--- src/rtl/sector_protect_consts.svh ---
// named constants for the sector protection and lockdown command block
`ifndef SECTOR_PROTECT_CONSTS_SVH
`define SECTOR_PROTECT_CONSTS_SVH

// ****************************************************************
// opcodes
// ****************************************************************
`define OP_PREFIX_1     8'h3d
`define OP_PREFIX_2     8'h2a
`define OP_PREFIX_3     8'h7f
`define OP_PROG_PROT    8'hfc
`define OP_ERASE_PROT   8'hcf
`define OP_LOCKDOWN     8'h30
`define OP_READ_PROT    8'h32

// ****************************************************************
// register layout
// ****************************************************************
`define SECTOR_COUNT    16
`define MAP_WIDTH       128
`define BYTE_SET        8'hff
`define BYTE_CLEAR      8'h00
`define SUB0_LOW_MASK   8'hc0
`define SUB0_HIGH_MASK  8'h30
`define SUB0_LOW_BIT    7
`define SUB0_HIGH_BIT   5
`define SUB0_PAGE_LIMIT 8'h08
`define PROT_RESET      128'h0
`define LOCK_RESET      128'h0

// ****************************************************************
// address decode (binary page addressing)
// ****************************************************************
`define SECTOR_LSB      17
`define PAGE_LSB        9
`define LAST_ADDR_BYTE  2'h2
`define LAST_DUMMY_BYTE 2'h2
`define LAST_BIT        3'h7
`define FULL_BYTE       4'h8
`define FIRST_READ_IDX  5'h01
`define TIMER_DONE      32'h00000001

// ****************************************************************
// timing
// ****************************************************************
`define CLK_PERIOD_NS   4
`define T_PROG_NS       5000000
`define T_ERASE_NS      5000000

`endif

--- src/rtl/sector_protect_pkg.sv ---
// types shared by the sector protection and lockdown command block
package sector_protect_pkg;

  typedef enum logic [3:0] {
    S_IDLE, S_PFX2, S_PFX3, S_PFX4, S_PROG_DATA, S_ERASE_ARM,
    S_LOCK_ADDR, S_LOCK_ARM, S_READ_DUMMY, S_READ_DATA, S_IGNORE
  } cmd_state_t;

  typedef enum logic [1:0] {
    OP_NONE, OP_PROGRAM, OP_ERASE, OP_LOCK
  } nv_op_t;

  // events seen on the serial pins, all on clk_sys
  typedef struct packed {
    logic       cs_active;
    logic       cs_rise;
    logic       sck_fall;
    logic       byte_valid;
    logic [7:0] rx_byte;
  } pin_evt_t;

  typedef struct packed {
    logic       cs_s1;
    logic       cs_s2;
    logic       cs_d;
    logic       sck_s1;
    logic       sck_s2;
    logic       sck_d;
    logic       si_s1;
    logic       si_s2;
    logic [2:0] bit_cnt;
    logic [7:0] shift;
    pin_evt_t   evt;
  } front_t;

  typedef struct packed {
    cmd_state_t   st;
    logic [3:0]   ptr;
    logic [1:0]   cnt;
    logic [23:0]  addr;
    nv_op_t       op;
    logic         busy;
    logic [31:0]  timer;
    logic [127:0] stage;
    logic [127:0] prot;
    logic [127:0] lock;
    logic [7:0]   tx;
    logic [3:0]   bitn;
    logic [4:0]   rd_idx;
    logic         so;
    logic         so_oe;
    logic         buf1_used;
  } core_t;

endpackage : sector_protect_pkg

--- src/rtl/spi_pin_front.sv ---
// serial pin synchroniser, edge detector and byte assembler
`include "sector_protect_consts.svh"

module spi_pin_front
  import sector_protect_pkg::*;
(
  // clock and reset
  input  wire logic clk_sys,
  input  wire logic rst_sync_b,
  // serial pins
  input  wire logic cs_b,
  input  wire logic sck,
  input  wire logic si,
  // decoded events
  output pin_evt_t  evt
);

  front_t state_ff;
  front_t nxt_state;

  // ****************************************************************
  // edge and byte logic
  // ****************************************************************
  // only the second stage of each synchroniser feeds the logic
  always_comb begin
    nxt_state                = state_ff;
    nxt_state.cs_s1          = ~cs_b;
    nxt_state.cs_s2          = state_ff.cs_s1;
    nxt_state.cs_d           = state_ff.cs_s2;
    nxt_state.sck_s1         = sck;
    nxt_state.sck_s2         = state_ff.sck_s1;
    nxt_state.sck_d          = state_ff.sck_s2;
    nxt_state.si_s1          = si;
    nxt_state.si_s2          = state_ff.si_s1;
    nxt_state.evt.cs_active  = state_ff.cs_s2;
    nxt_state.evt.cs_rise    = state_ff.cs_d & ~state_ff.cs_s2;
    nxt_state.evt.sck_fall   = state_ff.cs_s2 & state_ff.sck_d & ~state_ff.sck_s2;
    nxt_state.evt.byte_valid = 1'b0;
    if (!state_ff.cs_s2) begin
      nxt_state.bit_cnt = '0;
    end else if (state_ff.sck_s2 && !state_ff.sck_d) begin
      nxt_state.shift   = {state_ff.shift[6:0], state_ff.si_s2};
      nxt_state.bit_cnt = state_ff.bit_cnt + 3'h1;
      if (state_ff.bit_cnt == `LAST_BIT) begin
        nxt_state.evt.byte_valid = 1'b1;
        nxt_state.evt.rx_byte    = {state_ff.shift[6:0], state_ff.si_s2};
      end
    end
  end

  always_ff @(posedge clk_sys or negedge rst_sync_b) begin
    if (!rst_sync_b) begin
      state_ff <= '0;
    end else begin
      state_ff <= nxt_state;
    end
  end

  assign evt = state_ff.evt;

endmodule : spi_pin_front

--- src/rtl/sector_protect_lockdown_cmds.sv ---
// command logic for the protection register and the permanent sector lockdown
`include "sector_protect_consts.svh"

// Contract
// - prefix 3D 2A 7F FC starts programming the protection register
// - first data byte goes to sector 0, last to sector 15
// - chip select rise starts the timed program, busy shows meanwhile
// - bytes not received leave their sectors' protection unguaranteed
// - byte pointer wraps, seventeenth byte lands at location 0
// - reprogramming is accepted with global protection on or off
// - programming uses buffer 1 and destroys its old contents
// - opcode 32 plus three dummy bytes reads the protection register
// - sixteen bytes shift out sector 0 first, beyond is undefined
// - chip select rise ends the read and floats the output
// - prefix 3D 2A 7F 30 is the permanent lockdown command
// - three address bytes select the containing sector, any offset
// - chip select rise starts timed lockdown, busy shows meanwhile
// - a locked sector rejects erase and program forever; here reset clears lock_map to zero
// - sixteen lockdown bytes, sectors 1 to 15 read FF or 00
// - sector 0 lockdown uses bits 7:6 and 5:4, low bits zero
// - protection byte FF means protected, 00 means unprotected
// - prefix 3D 2A 7F CF then chip select rise erases the register
module sector_protect_lockdown_cmds
  import sector_protect_pkg::*;
#(
  parameter int T_PROG_NS   = `T_PROG_NS,
  parameter int T_ERASE_NS  = `T_ERASE_NS,
  parameter int PROG_CYCLES = T_PROG_NS / `CLK_PERIOD_NS,
  parameter int ERASE_CYCLES = T_ERASE_NS / `CLK_PERIOD_NS
) (
  // clock and reset
  input  wire logic         clk_sys,
  input  wire logic         rst_b,
  // serial pins
  input  wire logic         cs_b,
  input  wire logic         sck,
  input  wire logic         si,
  output logic              so_o,
  output logic              so_oe,
  // status and neighbouring blocks
  output logic              busy,
  output logic              buf1_clobber,
  input  wire logic         prot_enable,
  input  wire logic [23:0]  op_addr,
  output logic              op_locked,
  output logic              op_blocked,
  output logic [127:0]      protect_map,
  output logic [127:0]      lock_map
);

  // ****************************************************************
  // reset release
  // ****************************************************************
  logic rst_s1_ff;
  logic rst_sync_b;

  always_ff @(posedge clk_sys or negedge rst_b) begin
    if (!rst_b) begin
      rst_s1_ff  <= 1'b0;
      rst_sync_b <= 1'b0;
    end else begin
      rst_s1_ff  <= 1'b1;
      rst_sync_b <= rst_s1_ff;
    end
  end

  // ****************************************************************
  // pin front end
  // ****************************************************************
  pin_evt_t evt;

  spi_pin_front u_front (
    .clk_sys    (clk_sys),
    .rst_sync_b (rst_sync_b),
    .cs_b       (cs_b),
    .sck        (sck),
    .si         (si),
    .evt        (evt)
  );

  // ****************************************************************
  // helpers
  // ****************************************************************
  function automatic logic [7:0] get_byte(input logic [127:0] map, input logic [3:0] idx);
    get_byte = map[{idx, 3'h0} +: 8];
  endfunction : get_byte

  function automatic logic [127:0] set_byte(input logic [127:0] map, input logic [3:0] idx,
                                            input logic [7:0] val);
    set_byte = map;
    set_byte[{idx, 3'h0} +: 8] = val;
  endfunction : set_byte

  // any address inside a sector selects the whole sector
  function automatic logic [3:0] sector_of(input logic [23:0] a);
    sector_of = a[`SECTOR_LSB +: 4];
  endfunction : sector_of

  function automatic logic low_sub0(input logic [23:0] a);
    low_sub0 = (a[`PAGE_LSB +: 8] < `SUB0_PAGE_LIMIT);
  endfunction : low_sub0

  // flag of the region holding an address; sector 0 is split in two parts
  function automatic logic region_flag(input logic [127:0] map, input logic [23:0] a);
    logic [7:0] b;
    b = get_byte(map, sector_of(a));
    if (sector_of(a) != 4'h0) begin
      region_flag = b[`SUB0_LOW_BIT];
    end else if (low_sub0(a)) begin
      region_flag = b[`SUB0_LOW_BIT];
    end else begin
      region_flag = b[`SUB0_HIGH_BIT];
    end
  endfunction : region_flag

  // ****************************************************************
  // command engine
  // ****************************************************************
  core_t state_ff;
  core_t nxt_state;

  always_comb begin
    logic [3:0] sec;
    logic [7:0] mask;
    logic [7:0] nb;
    nb   = `BYTE_CLEAR;
    sec  = sector_of(state_ff.addr);
    mask = `BYTE_SET;
    if (sec == 4'h0) begin
      mask = low_sub0(state_ff.addr) ? `SUB0_LOW_MASK : `SUB0_HIGH_MASK;
    end
    nxt_state           = state_ff;
    nxt_state.buf1_used = 1'b0;

    // self-timed cycle and its commit
    if (state_ff.busy) begin
      nxt_state.timer = state_ff.timer - 32'h1;
      if (state_ff.timer == `TIMER_DONE) begin
        nxt_state.busy = 1'b0;
        nxt_state.op   = OP_NONE;
        unique case (state_ff.op)
          // programming can only clear erased bits, as in the cell array
          OP_PROGRAM: nxt_state.prot = state_ff.prot & state_ff.stage;
          OP_ERASE:   nxt_state.prot = {`SECTOR_COUNT{`BYTE_SET}};
          // lockdown only ever sets bits, only reset clears them
          OP_LOCK:    nxt_state.lock = set_byte(state_ff.lock, sec,
                                                get_byte(state_ff.lock, sec) | mask);
          OP_NONE:    nxt_state.busy = 1'b0;
        endcase
      end
    end

    // chip select rise launches the armed cycle
    if (evt.cs_rise && !state_ff.busy) begin
      unique case (state_ff.st)
        S_PROG_DATA: begin
          nxt_state.busy  = 1'b1;
          nxt_state.op    = OP_PROGRAM;
          nxt_state.timer = 32'(PROG_CYCLES);
        end
        S_ERASE_ARM: begin
          nxt_state.busy  = 1'b1;
          nxt_state.op    = OP_ERASE;
          nxt_state.timer = 32'(ERASE_CYCLES);
        end
        S_LOCK_ARM: begin
          nxt_state.busy  = 1'b1;
          nxt_state.op    = OP_LOCK;
          nxt_state.timer = 32'(PROG_CYCLES);
        end
        default: nxt_state.busy = state_ff.busy;
      endcase
    end

    if (!evt.cs_active) begin
      nxt_state.st    = S_IDLE;
      nxt_state.so_oe = 1'b0;
      nxt_state.cnt   = '0;
    end else if (evt.byte_valid) begin
      unique case (state_ff.st)
        S_IDLE: begin
          if (evt.rx_byte == `OP_PREFIX_1) begin
            nxt_state.st = state_ff.busy ? S_IGNORE : S_PFX2;
          end else if (evt.rx_byte == `OP_READ_PROT) begin
            nxt_state.st  = S_READ_DUMMY;
            nxt_state.cnt = '0;
          end else begin
            nxt_state.st = S_IGNORE;
          end
        end
        S_PFX2: nxt_state.st = (evt.rx_byte == `OP_PREFIX_2) ? S_PFX3 : S_IGNORE;
        S_PFX3: nxt_state.st = (evt.rx_byte == `OP_PREFIX_3) ? S_PFX4 : S_IGNORE;
        S_PFX4: begin
          if (evt.rx_byte == `OP_PROG_PROT) begin
            // buffer 1 is taken over as the staging store
            nxt_state.st        = S_PROG_DATA;
            nxt_state.ptr       = '0;
            nxt_state.stage     = {`SECTOR_COUNT{`BYTE_SET}};
            nxt_state.buf1_used = 1'b1;
          end else if (evt.rx_byte == `OP_ERASE_PROT) begin
            nxt_state.st = S_ERASE_ARM;
          end else if (evt.rx_byte == `OP_LOCKDOWN) begin
            nxt_state.st  = S_LOCK_ADDR;
            nxt_state.cnt = '0;
          end else begin
            nxt_state.st = S_IGNORE;
          end
        end
        S_PROG_DATA: begin
          nxt_state.stage = set_byte(state_ff.stage, state_ff.ptr, evt.rx_byte);
          nxt_state.ptr   = state_ff.ptr + 4'h1;
        end
        S_LOCK_ADDR: begin
          nxt_state.addr = {state_ff.addr[15:0], evt.rx_byte};
          nxt_state.cnt  = state_ff.cnt + 2'h1;
          if (state_ff.cnt == `LAST_ADDR_BYTE) begin
            nxt_state.st = S_LOCK_ARM;
          end
        end
        // trailing bytes after an erase or lockdown cancel it
        S_ERASE_ARM, S_LOCK_ARM: nxt_state.st = S_IGNORE;
        S_READ_DUMMY: begin
          nxt_state.cnt = state_ff.cnt + 2'h1;
          if (state_ff.cnt == `LAST_DUMMY_BYTE) begin
            nxt_state.st     = S_READ_DATA;
            nxt_state.tx     = get_byte(state_ff.prot, 4'h0);
            nxt_state.bitn   = '0;
            nxt_state.rd_idx = `FIRST_READ_IDX;
            nxt_state.so_oe  = 1'b1;
          end
        end
        S_READ_DATA, S_IGNORE: nxt_state.st = state_ff.st;
      endcase
    end else if (evt.sck_fall && state_ff.st == S_READ_DATA) begin
      // data changes on the falling edge so the host samples it on the rise
      if (state_ff.bitn == `FULL_BYTE) begin
        nb = (state_ff.rd_idx[4]) ? `BYTE_CLEAR
                                  : get_byte(state_ff.prot, state_ff.rd_idx[3:0]);
        nxt_state.so     = nb[7];
        nxt_state.tx     = {nb[6:0], 1'b0};
        nxt_state.bitn   = 4'h1;
        nxt_state.rd_idx = state_ff.rd_idx[4] ? state_ff.rd_idx : state_ff.rd_idx + 5'h1;
      end else begin
        nxt_state.so   = state_ff.tx[7];
        nxt_state.tx   = {state_ff.tx[6:0], 1'b0};
        nxt_state.bitn = state_ff.bitn + 4'h1;
      end
    end
  end

  always_ff @(posedge clk_sys or negedge rst_sync_b) begin
    if (!rst_sync_b) begin
      state_ff      <= '0;
      state_ff.st   <= S_IDLE;
      state_ff.op   <= OP_NONE;
      state_ff.prot <= `PROT_RESET;
      state_ff.lock <= `LOCK_RESET;
    end else begin
      state_ff <= nxt_state;
    end
  end

  // ****************************************************************
  // outputs
  // ****************************************************************
  assign so_o         = state_ff.so;
  assign so_oe        = state_ff.so_oe;
  assign busy         = state_ff.busy;
  assign buf1_clobber = state_ff.buf1_used;
  assign protect_map  = state_ff.prot;
  assign lock_map     = state_ff.lock;
  // a locked region blocks whatever global protection says
  assign op_locked    = region_flag(state_ff.lock, op_addr);
  assign op_blocked   = op_locked | (prot_enable & region_flag(state_ff.prot, op_addr));
endmodule : sector_protect_lockdown_cmds

--- config.mk ---
export PLATFORM = sky130hd
export DESIGN_NAME = sector_protect_lockdown_cmds
export DESIGN_NICKNAME = d
export VERILOG_FILES = /design/src/rtl/sector_protect_pkg.sv /design/src/rtl/spi_pin_front.sv /design/src/rtl/sector_protect_lockdown_cmds.sv
export VERILOG_INCLUDE_DIRS = /design/src /design/src/rtl
export SDC_FILE = /design/constraint.sdc
export NUM_CORES = 1
export LEC_CHECK = 0
export BUFFER_PORTS_ARGS = -buffer_cell sky130_fd_sc_hd__buf_2
export CORE_ASPECT_RATIO = 0.7
export CORE_MARGIN = 2
export CORE_UTILIZATION = 63
export CTS_CLUSTER_SIZE = 30
export DETAILED_ROUTE_END_ITERATION = 8
export HOLD_SLACK_MARGIN = 0.12
export PLACE_DENSITY = 0.87
export SYNTH_ARGS = -nofsm -noshare
export SYNTH_HDL_FRONTEND = slang
export SYNTH_HIERARCHICAL = 1
export SYNTH_SLANG_ARGS = --single-unit
--- constraint.sdc ---
create_clock -name clk_sys -period 40.4 [get_ports clk_sys]
set_input_delay 6.06 -clock clk_sys [delete_from_list [all_inputs] [get_ports clk_sys]]
set_output_delay 6.06 -clock clk_sys [all_outputs]
set_load 0.01 [all_outputs]
**Word level (Yosys, flattened, before mapping)**

Cells that the tools add are included.

- Register bits: 505
- Input port bits: 30
- Output and inout bits: 262
- Word-level logic and storage cells: 192

- $add $sub $neg: 8
- Order comparisons: 2
- Eq/ne operators: 41
- Shift operators: 8
- Muxes and demuxes: 61
- Bitwise logic cells: 11
- Reductions and logical operators: 28

Operator list:

| operator | count |
|---|---|
| 128-bit one-hot mux with 2 select lines | 2 |
| 128-bit by 8-bit indexed part select with 8-bit output | 4 |
| 128-bit bitwise mux | 2 |
| 8-bit by 9-bit variable shift with 128-bit output (first input constant) | 2 |
| 8-bit by 9-bit indexed part select with 128-bit output | 2 |
| 128-bit bitwise AND | 1 |
| 128-bit two-way mux | 1 |
| 35-bit two-way mux | 2 |
| 17-bit two-way mux | 3 |
| 4-bit two-way mux | 11 |
| 34-bit two-way mux | 1 |
| 32-bit by 1-bit == test with 1-bit output (second input constant) | 1 |
| 8-bit by 6-bit == test with 1-bit output (second input constant) | 4 |
| 32-bit two-way mux | 1 |
| 32-bit by 1-bit subtractor with 32-bit output (second input constant) | 1 |
| 4-bit one-hot mux with 7 select lines | 1 |
| 9-bit two-way mux | 3 |
| 24-bit two-way mux | 1 |
| 8-bit two-way mux | 3 |
| 3-bit inequality test (second input constant) | 7 |
| 18-bit two-way mux | 1 |
| 7-bit negation with 9-bit output | 2 |
| 3-bit AND reduction | 6 |
| 4-bit by 3-bit == test with 1-bit output (second input constant) | 4 |
| 41 further kinds | 93 |

**Logic depth before layout (Yosys ltp)**

- Depth in word-level cells: 7
- Mapped depth: 10
- Depth with buffers taken out: 7

**By module**

Netlist, hierarchy kept.

By module, submodules not included:

| module | instances | cells an instance | area each (sq um) | seq. area each (sq um) |
|---|---|---|---|---|
| sector_protect_lockdown_cmds | 1 | 2,064 | 21,485.6 | 10,910.5 |
| spi_pin_front | 1 | 71 | 1,122.3 | 725.7 |

**Worst setup path after synthesis**

OpenSTA, ideal clock, no wires.

- Kind: input -> output
- Start: input port op_addr[17]
- End: output port op_blocked
- Arrival time: 7,809 ps
- Required time: 34,340 ps
- Path slack: 26,531 ps
- Cell stages on the path: 6
- Buffers on the path: 2
- Cells stage by stage: clkbuf_1 > clkbuf_1 > mux4_2 > a211oi_1 > o41ai_1 > a31o_2

- Cells in the longest elaborated chain, start to end: 5
- Elaborated cells on any way between the ends: 9
- Those cells by class: 2 x shift; 4 x mux; 2 x bitwise; 1 x reduce/logical

RTL lines:

| item | line | RTL |
|---|---|---|
| start: declaration | sector_protect_lockdown_cmds.sv:44 | `input wire logic [23:0] op_addr,` |
| 128-bit by 8-bit indexed part select with 8-bit output | sector_protect_lockdown_cmds.sv:85 | `get_byte = map[{idx, 3'h0} +: 8];` |
| 1-bit two-way mux | sector_protect_lockdown_cmds.sv:109 | `end else if (low_sub0(a)) begin` |
| 1-bit two-way mux | sector_protect_lockdown_cmds.sv:107 | `if (sector_of(a) != 4'h0) begin` |
| 1-bit bitwise AND | sector_protect_lockdown_cmds.sv:274 | `assign op_blocked = op_locked \| (prot_enable & region_flag(state_ff.prot, op_addr));` |
| 1-bit OR * | sector_protect_lockdown_cmds.sv:274 |  |
| end: declaration | sector_protect_lockdown_cmds.sv:46 | `output logic op_blocked,` |

Every way passes the cells marked *; elsewhere a longest branch is shown, timed or not.

**Worst setup path in the final report**

Same ends and word-level chain as after synthesis.

==> impl_metrics.toml <==
[yosys]
syn_area_per_cell_sq_um = 10.59
ys_seq_area_frac = 0.5147
synth_area_sq_um = 22610
synth_warnings = 6
synth_cells = 2135
synthArstFlopShare = 1.000
ys_seq_elements = 465
ys_types = 74
synth_top_flop_cell = "dfrtp_1"
synth_fp_nets = 2182
synth-edff-count = 0

[routing]
routed_wl_microns = 63090
antenna_left = 0
num_vias = 16720
drt_iter0_markers = 2054
firstDrtPassIters = 6
avgRoutedWirePerCell_microns = 24.19
drcViolationCount = 0
viasPerCell = 6.410

[clocking]
path_clk_slew_ps = 60
cts_resized = 0
clock_latency_ps = 580
cts-root-buf = "clkbuf_16"
clockBufferDepth = 3
cts_made_buffers = 45
cts_tree = "built"
cts_hold_buf = 0
cts.sinks = 465
htreeDepth = 2
postCtsSetupBuffers = 0

[sta]
finalSetupViolations = 0
slew_headroom = 0.06556
fmax_mhz = 71.95
min_period_ps = 13900
maxSlewViolCount = 0
finalCritPeriodShare = 0.3440
finalSetupTns_ps = 0
finalHoldViolations = 0
tightest_slew_ps = 1397
finalClockSkew_ps = 21.47
rsz0062_at_grt = "no"

[pwr]
power_switching_uw = 204.1
p_clk_frac = 0.498
p_seq_frac = 0.487
ir_drop_mv = 0.02828
cellPowerDensity_nw_per_um2 = 40.43
switching_share = 0.2102
p_total_uw = 971.2
p_comb_frac = 0.015
leakagePower_uw = 0.01283
p_int_uw = 767.0

[cells_and_area]
nNetsFinal = 2137
fillers = 2609
drive_gt1_frac = 0.2417
synthToLayoutAreaGrowth_pct = 6.259
post-route-util = 0.6742

[floorplan]
ioPinCount = 292
die_w_microns = 230.4
core_area_sq_um = 35630
dieArea_sq_um = 37440
rows = 58
initial_core_util = 0.6345
fp.dieH_microns = 162.5

[flow_run]
maxCapViolations = 0

[place]
hpwl_microns = 43150
port_buffers = 276
routabilityCongestion = 0.9577

[worst_setup_path]
r2r_slack_ps = 35830
crit_required_ps = 34340
crit_fanout = 14
endpoint_kind = "primary output"
r2r_end = "lock_map[35]"
r2r-start = "rst_sync_b"
max_stage_delay_ps = 560
worst-setup-path-type = "primary input to primary output"
critPathMostFrequentCell = "buf_2"
slowest_stage = "mux4_2"
reg2regPathDepth = 4
start_kind = "primary input"
crit_arrival_ps = 7840
crit_path_cell_trace = "buf_2, mux4_2, a211oi_1, o41ai_1, a31o_2, buf_2"

[worst_hold_path]
hold_path_depth = 0
min_from = "u_front/nxt_state[23]"
worst_hold_path_type = "flip-flop to flip-flop"
worst_hold_path.endpoint = "u_front/state_ff[23]"

[status]
run_status = "finished, final reports clean"

[global_route]
grt_pass1_wl_microns = 96300
antenna_found_initial = 2
grt_max_degree = 175
grt_overflow = 0
track_usage = 0.3356
grt_pass1_vias = 16120
-- cell type report --
cell class | count | area, sq um | area share
antenna | 1 | 2.502 | 0.0001042
clock buffer | 63 | 1315 | 0.05474
clock inverter | 21 | 400.4 | 0.01667
inverter | 31 | 116.4 | 0.004844
multi-input combinational | 1253 | 8418 | 0.3504
sequential | 465 | 11640 | 0.4846
tap | 480 | 600.6 | 0.02500
timing repair buffer | 294 | 1529 | 0.06365
-- synthesized netlist by cell type, drive strengths merged, types with 4 or more instances --
cell,count,area share
dfrtp,465,0.51
buf,274,0.090
nand2,229,0.038
nor2,160,0.027
o31ai,135,0.045
clkbuf,112,0.019
a21oi,100,0.022
o21ai,90,0.020
mux2,71,0.035
nand2b,41,0.011
mux4,40,0.040
inv,31,0.0051
nand3,28,0.0062
mux2i,26,0.012
xnor2,25,0.0097
a2bb2oi,24,0.0093
nor3,24,0.0053
nor2b,21,0.0058
nor4,20,0.0061
ha,17,0.0094
nand4,17,0.0047
a221oi,12,0.0046
a31oi,12,0.0033
a211oi,11,0.0037
or2,11,0.0033
or3,11,0.0033
or4,11,0.0042
a211o,9,0.0035
nor3b,9,0.0030
a22oi,8,0.0027
xor2,8,0.0031
and2,7,0.0019
nor4bb,7,0.0031
and3,6,0.0017
a21o,5,0.0017
and4,5,0.0019
nand3b,5,0.0018
o21a,5,0.0017
and3b,4,0.0015
nor4b,4,0.0018
o211ai,4,0.0013
-- stage by stage --
step	hold WS (ps)	cell area (sq um)	std cells	setup WS, ps
floorplan	331.2	22610	2135	26480
global placement	336.5	22310	2523	26510
detailed placement	337.1	22310	2523	26520
CTS	354.2	24020	2607	26490
global route	367.7	24020	2607	26480
finish	351.2	24020	2608	26500
-- cell usage in the layout, fill, tap and decap left out, drive strengths merged, types with 10 or more instances in the layout --
master / count
dfrtp: 465
buf: 294
nand2: 229
nor2: 160
o31ai: 135
a21oi: 100
o21ai: 90
mux2: 71
clkbuf: 63
nand2b: 41
mux4: 40
inv: 32
nand3: 28
mux2i: 26
xnor2: 25
nor3: 24
a2bb2oi: 24
nor2b: 21
nor4: 20
nand4: 17
ha: 17
a31oi: 12
a221oi: 12
a211oi: 11
or3: 11
or2: 11
or4: 11
bufinv: 10
-- kinds of logic after synthesis --
group,Yosys count,synth area share
AOI/OAI and AO/OA,437,0.1269
muxes,137,0.08672
adders and majority gates,17,0.009408
buffers and inverters,417,0.1139
other,1,0.0001659
DFF,465,0.5147
and+or+nand+nor,628,0.1354
xor gates and xnor gates,33,0.01278
-- power by group through the flow --
stage,clock (uW),sequential [uW],combinational (uW)
2_1_floorplan,0,486,5.29
3_3_place_gp,0,481,14.7
3_5_place_dp,0,482,15.1
4_1_cts,487,473,15.2
5_1_grt,505,473,16.9
6_report,483,473,14.7
-- flip-flops by register name, summed over array words and instances, names as in the netlist, 5 cells and up --
register           cells
protect_map          128
state_ff             210
u_front/nxt_state      5
u_front/evt           12
lock_map              92
u_front/state_ff      12
-- layer usage --
layer | GRT usage | vias up | part of all wire | wire length, microns
met5 | 0 | - | 0.00021 | 13
met4 | 0.1416 | 2 | 0.044 | 2763
met3 | 0.1115 | 171 | 0.12 | 7711
met2 | 0.4730 | 987 | 0.43 | 27140
met1 | 0.4790 | 8383 | 0.40 | 25460
li1 | - | 7173 | - | -
-- critical path, delay by kind of cell --
family | cells | cell delay [ps]
multiplexers | 1 | 560
buffers and inverters | 2 | 470
AO/OA/AOI/OAI | 3 | 730
-- worst max-delay path by stage --
stage / start / to / slack (ps)
after floorplan: rst_sync_b / buf1_clobber / 26480
after global placement: op_addr[17] / op_blocked / 26510
after detailed placement: op_addr[17] / op_blocked / 26520
after CTS: op_addr[17] / op_blocked / 26490
after global routing: op_addr[15] / op_blocked / 26480
final: op_addr[17] / op_blocked / 26500
No activity file was read; power rests on OpenSTA's default activity.
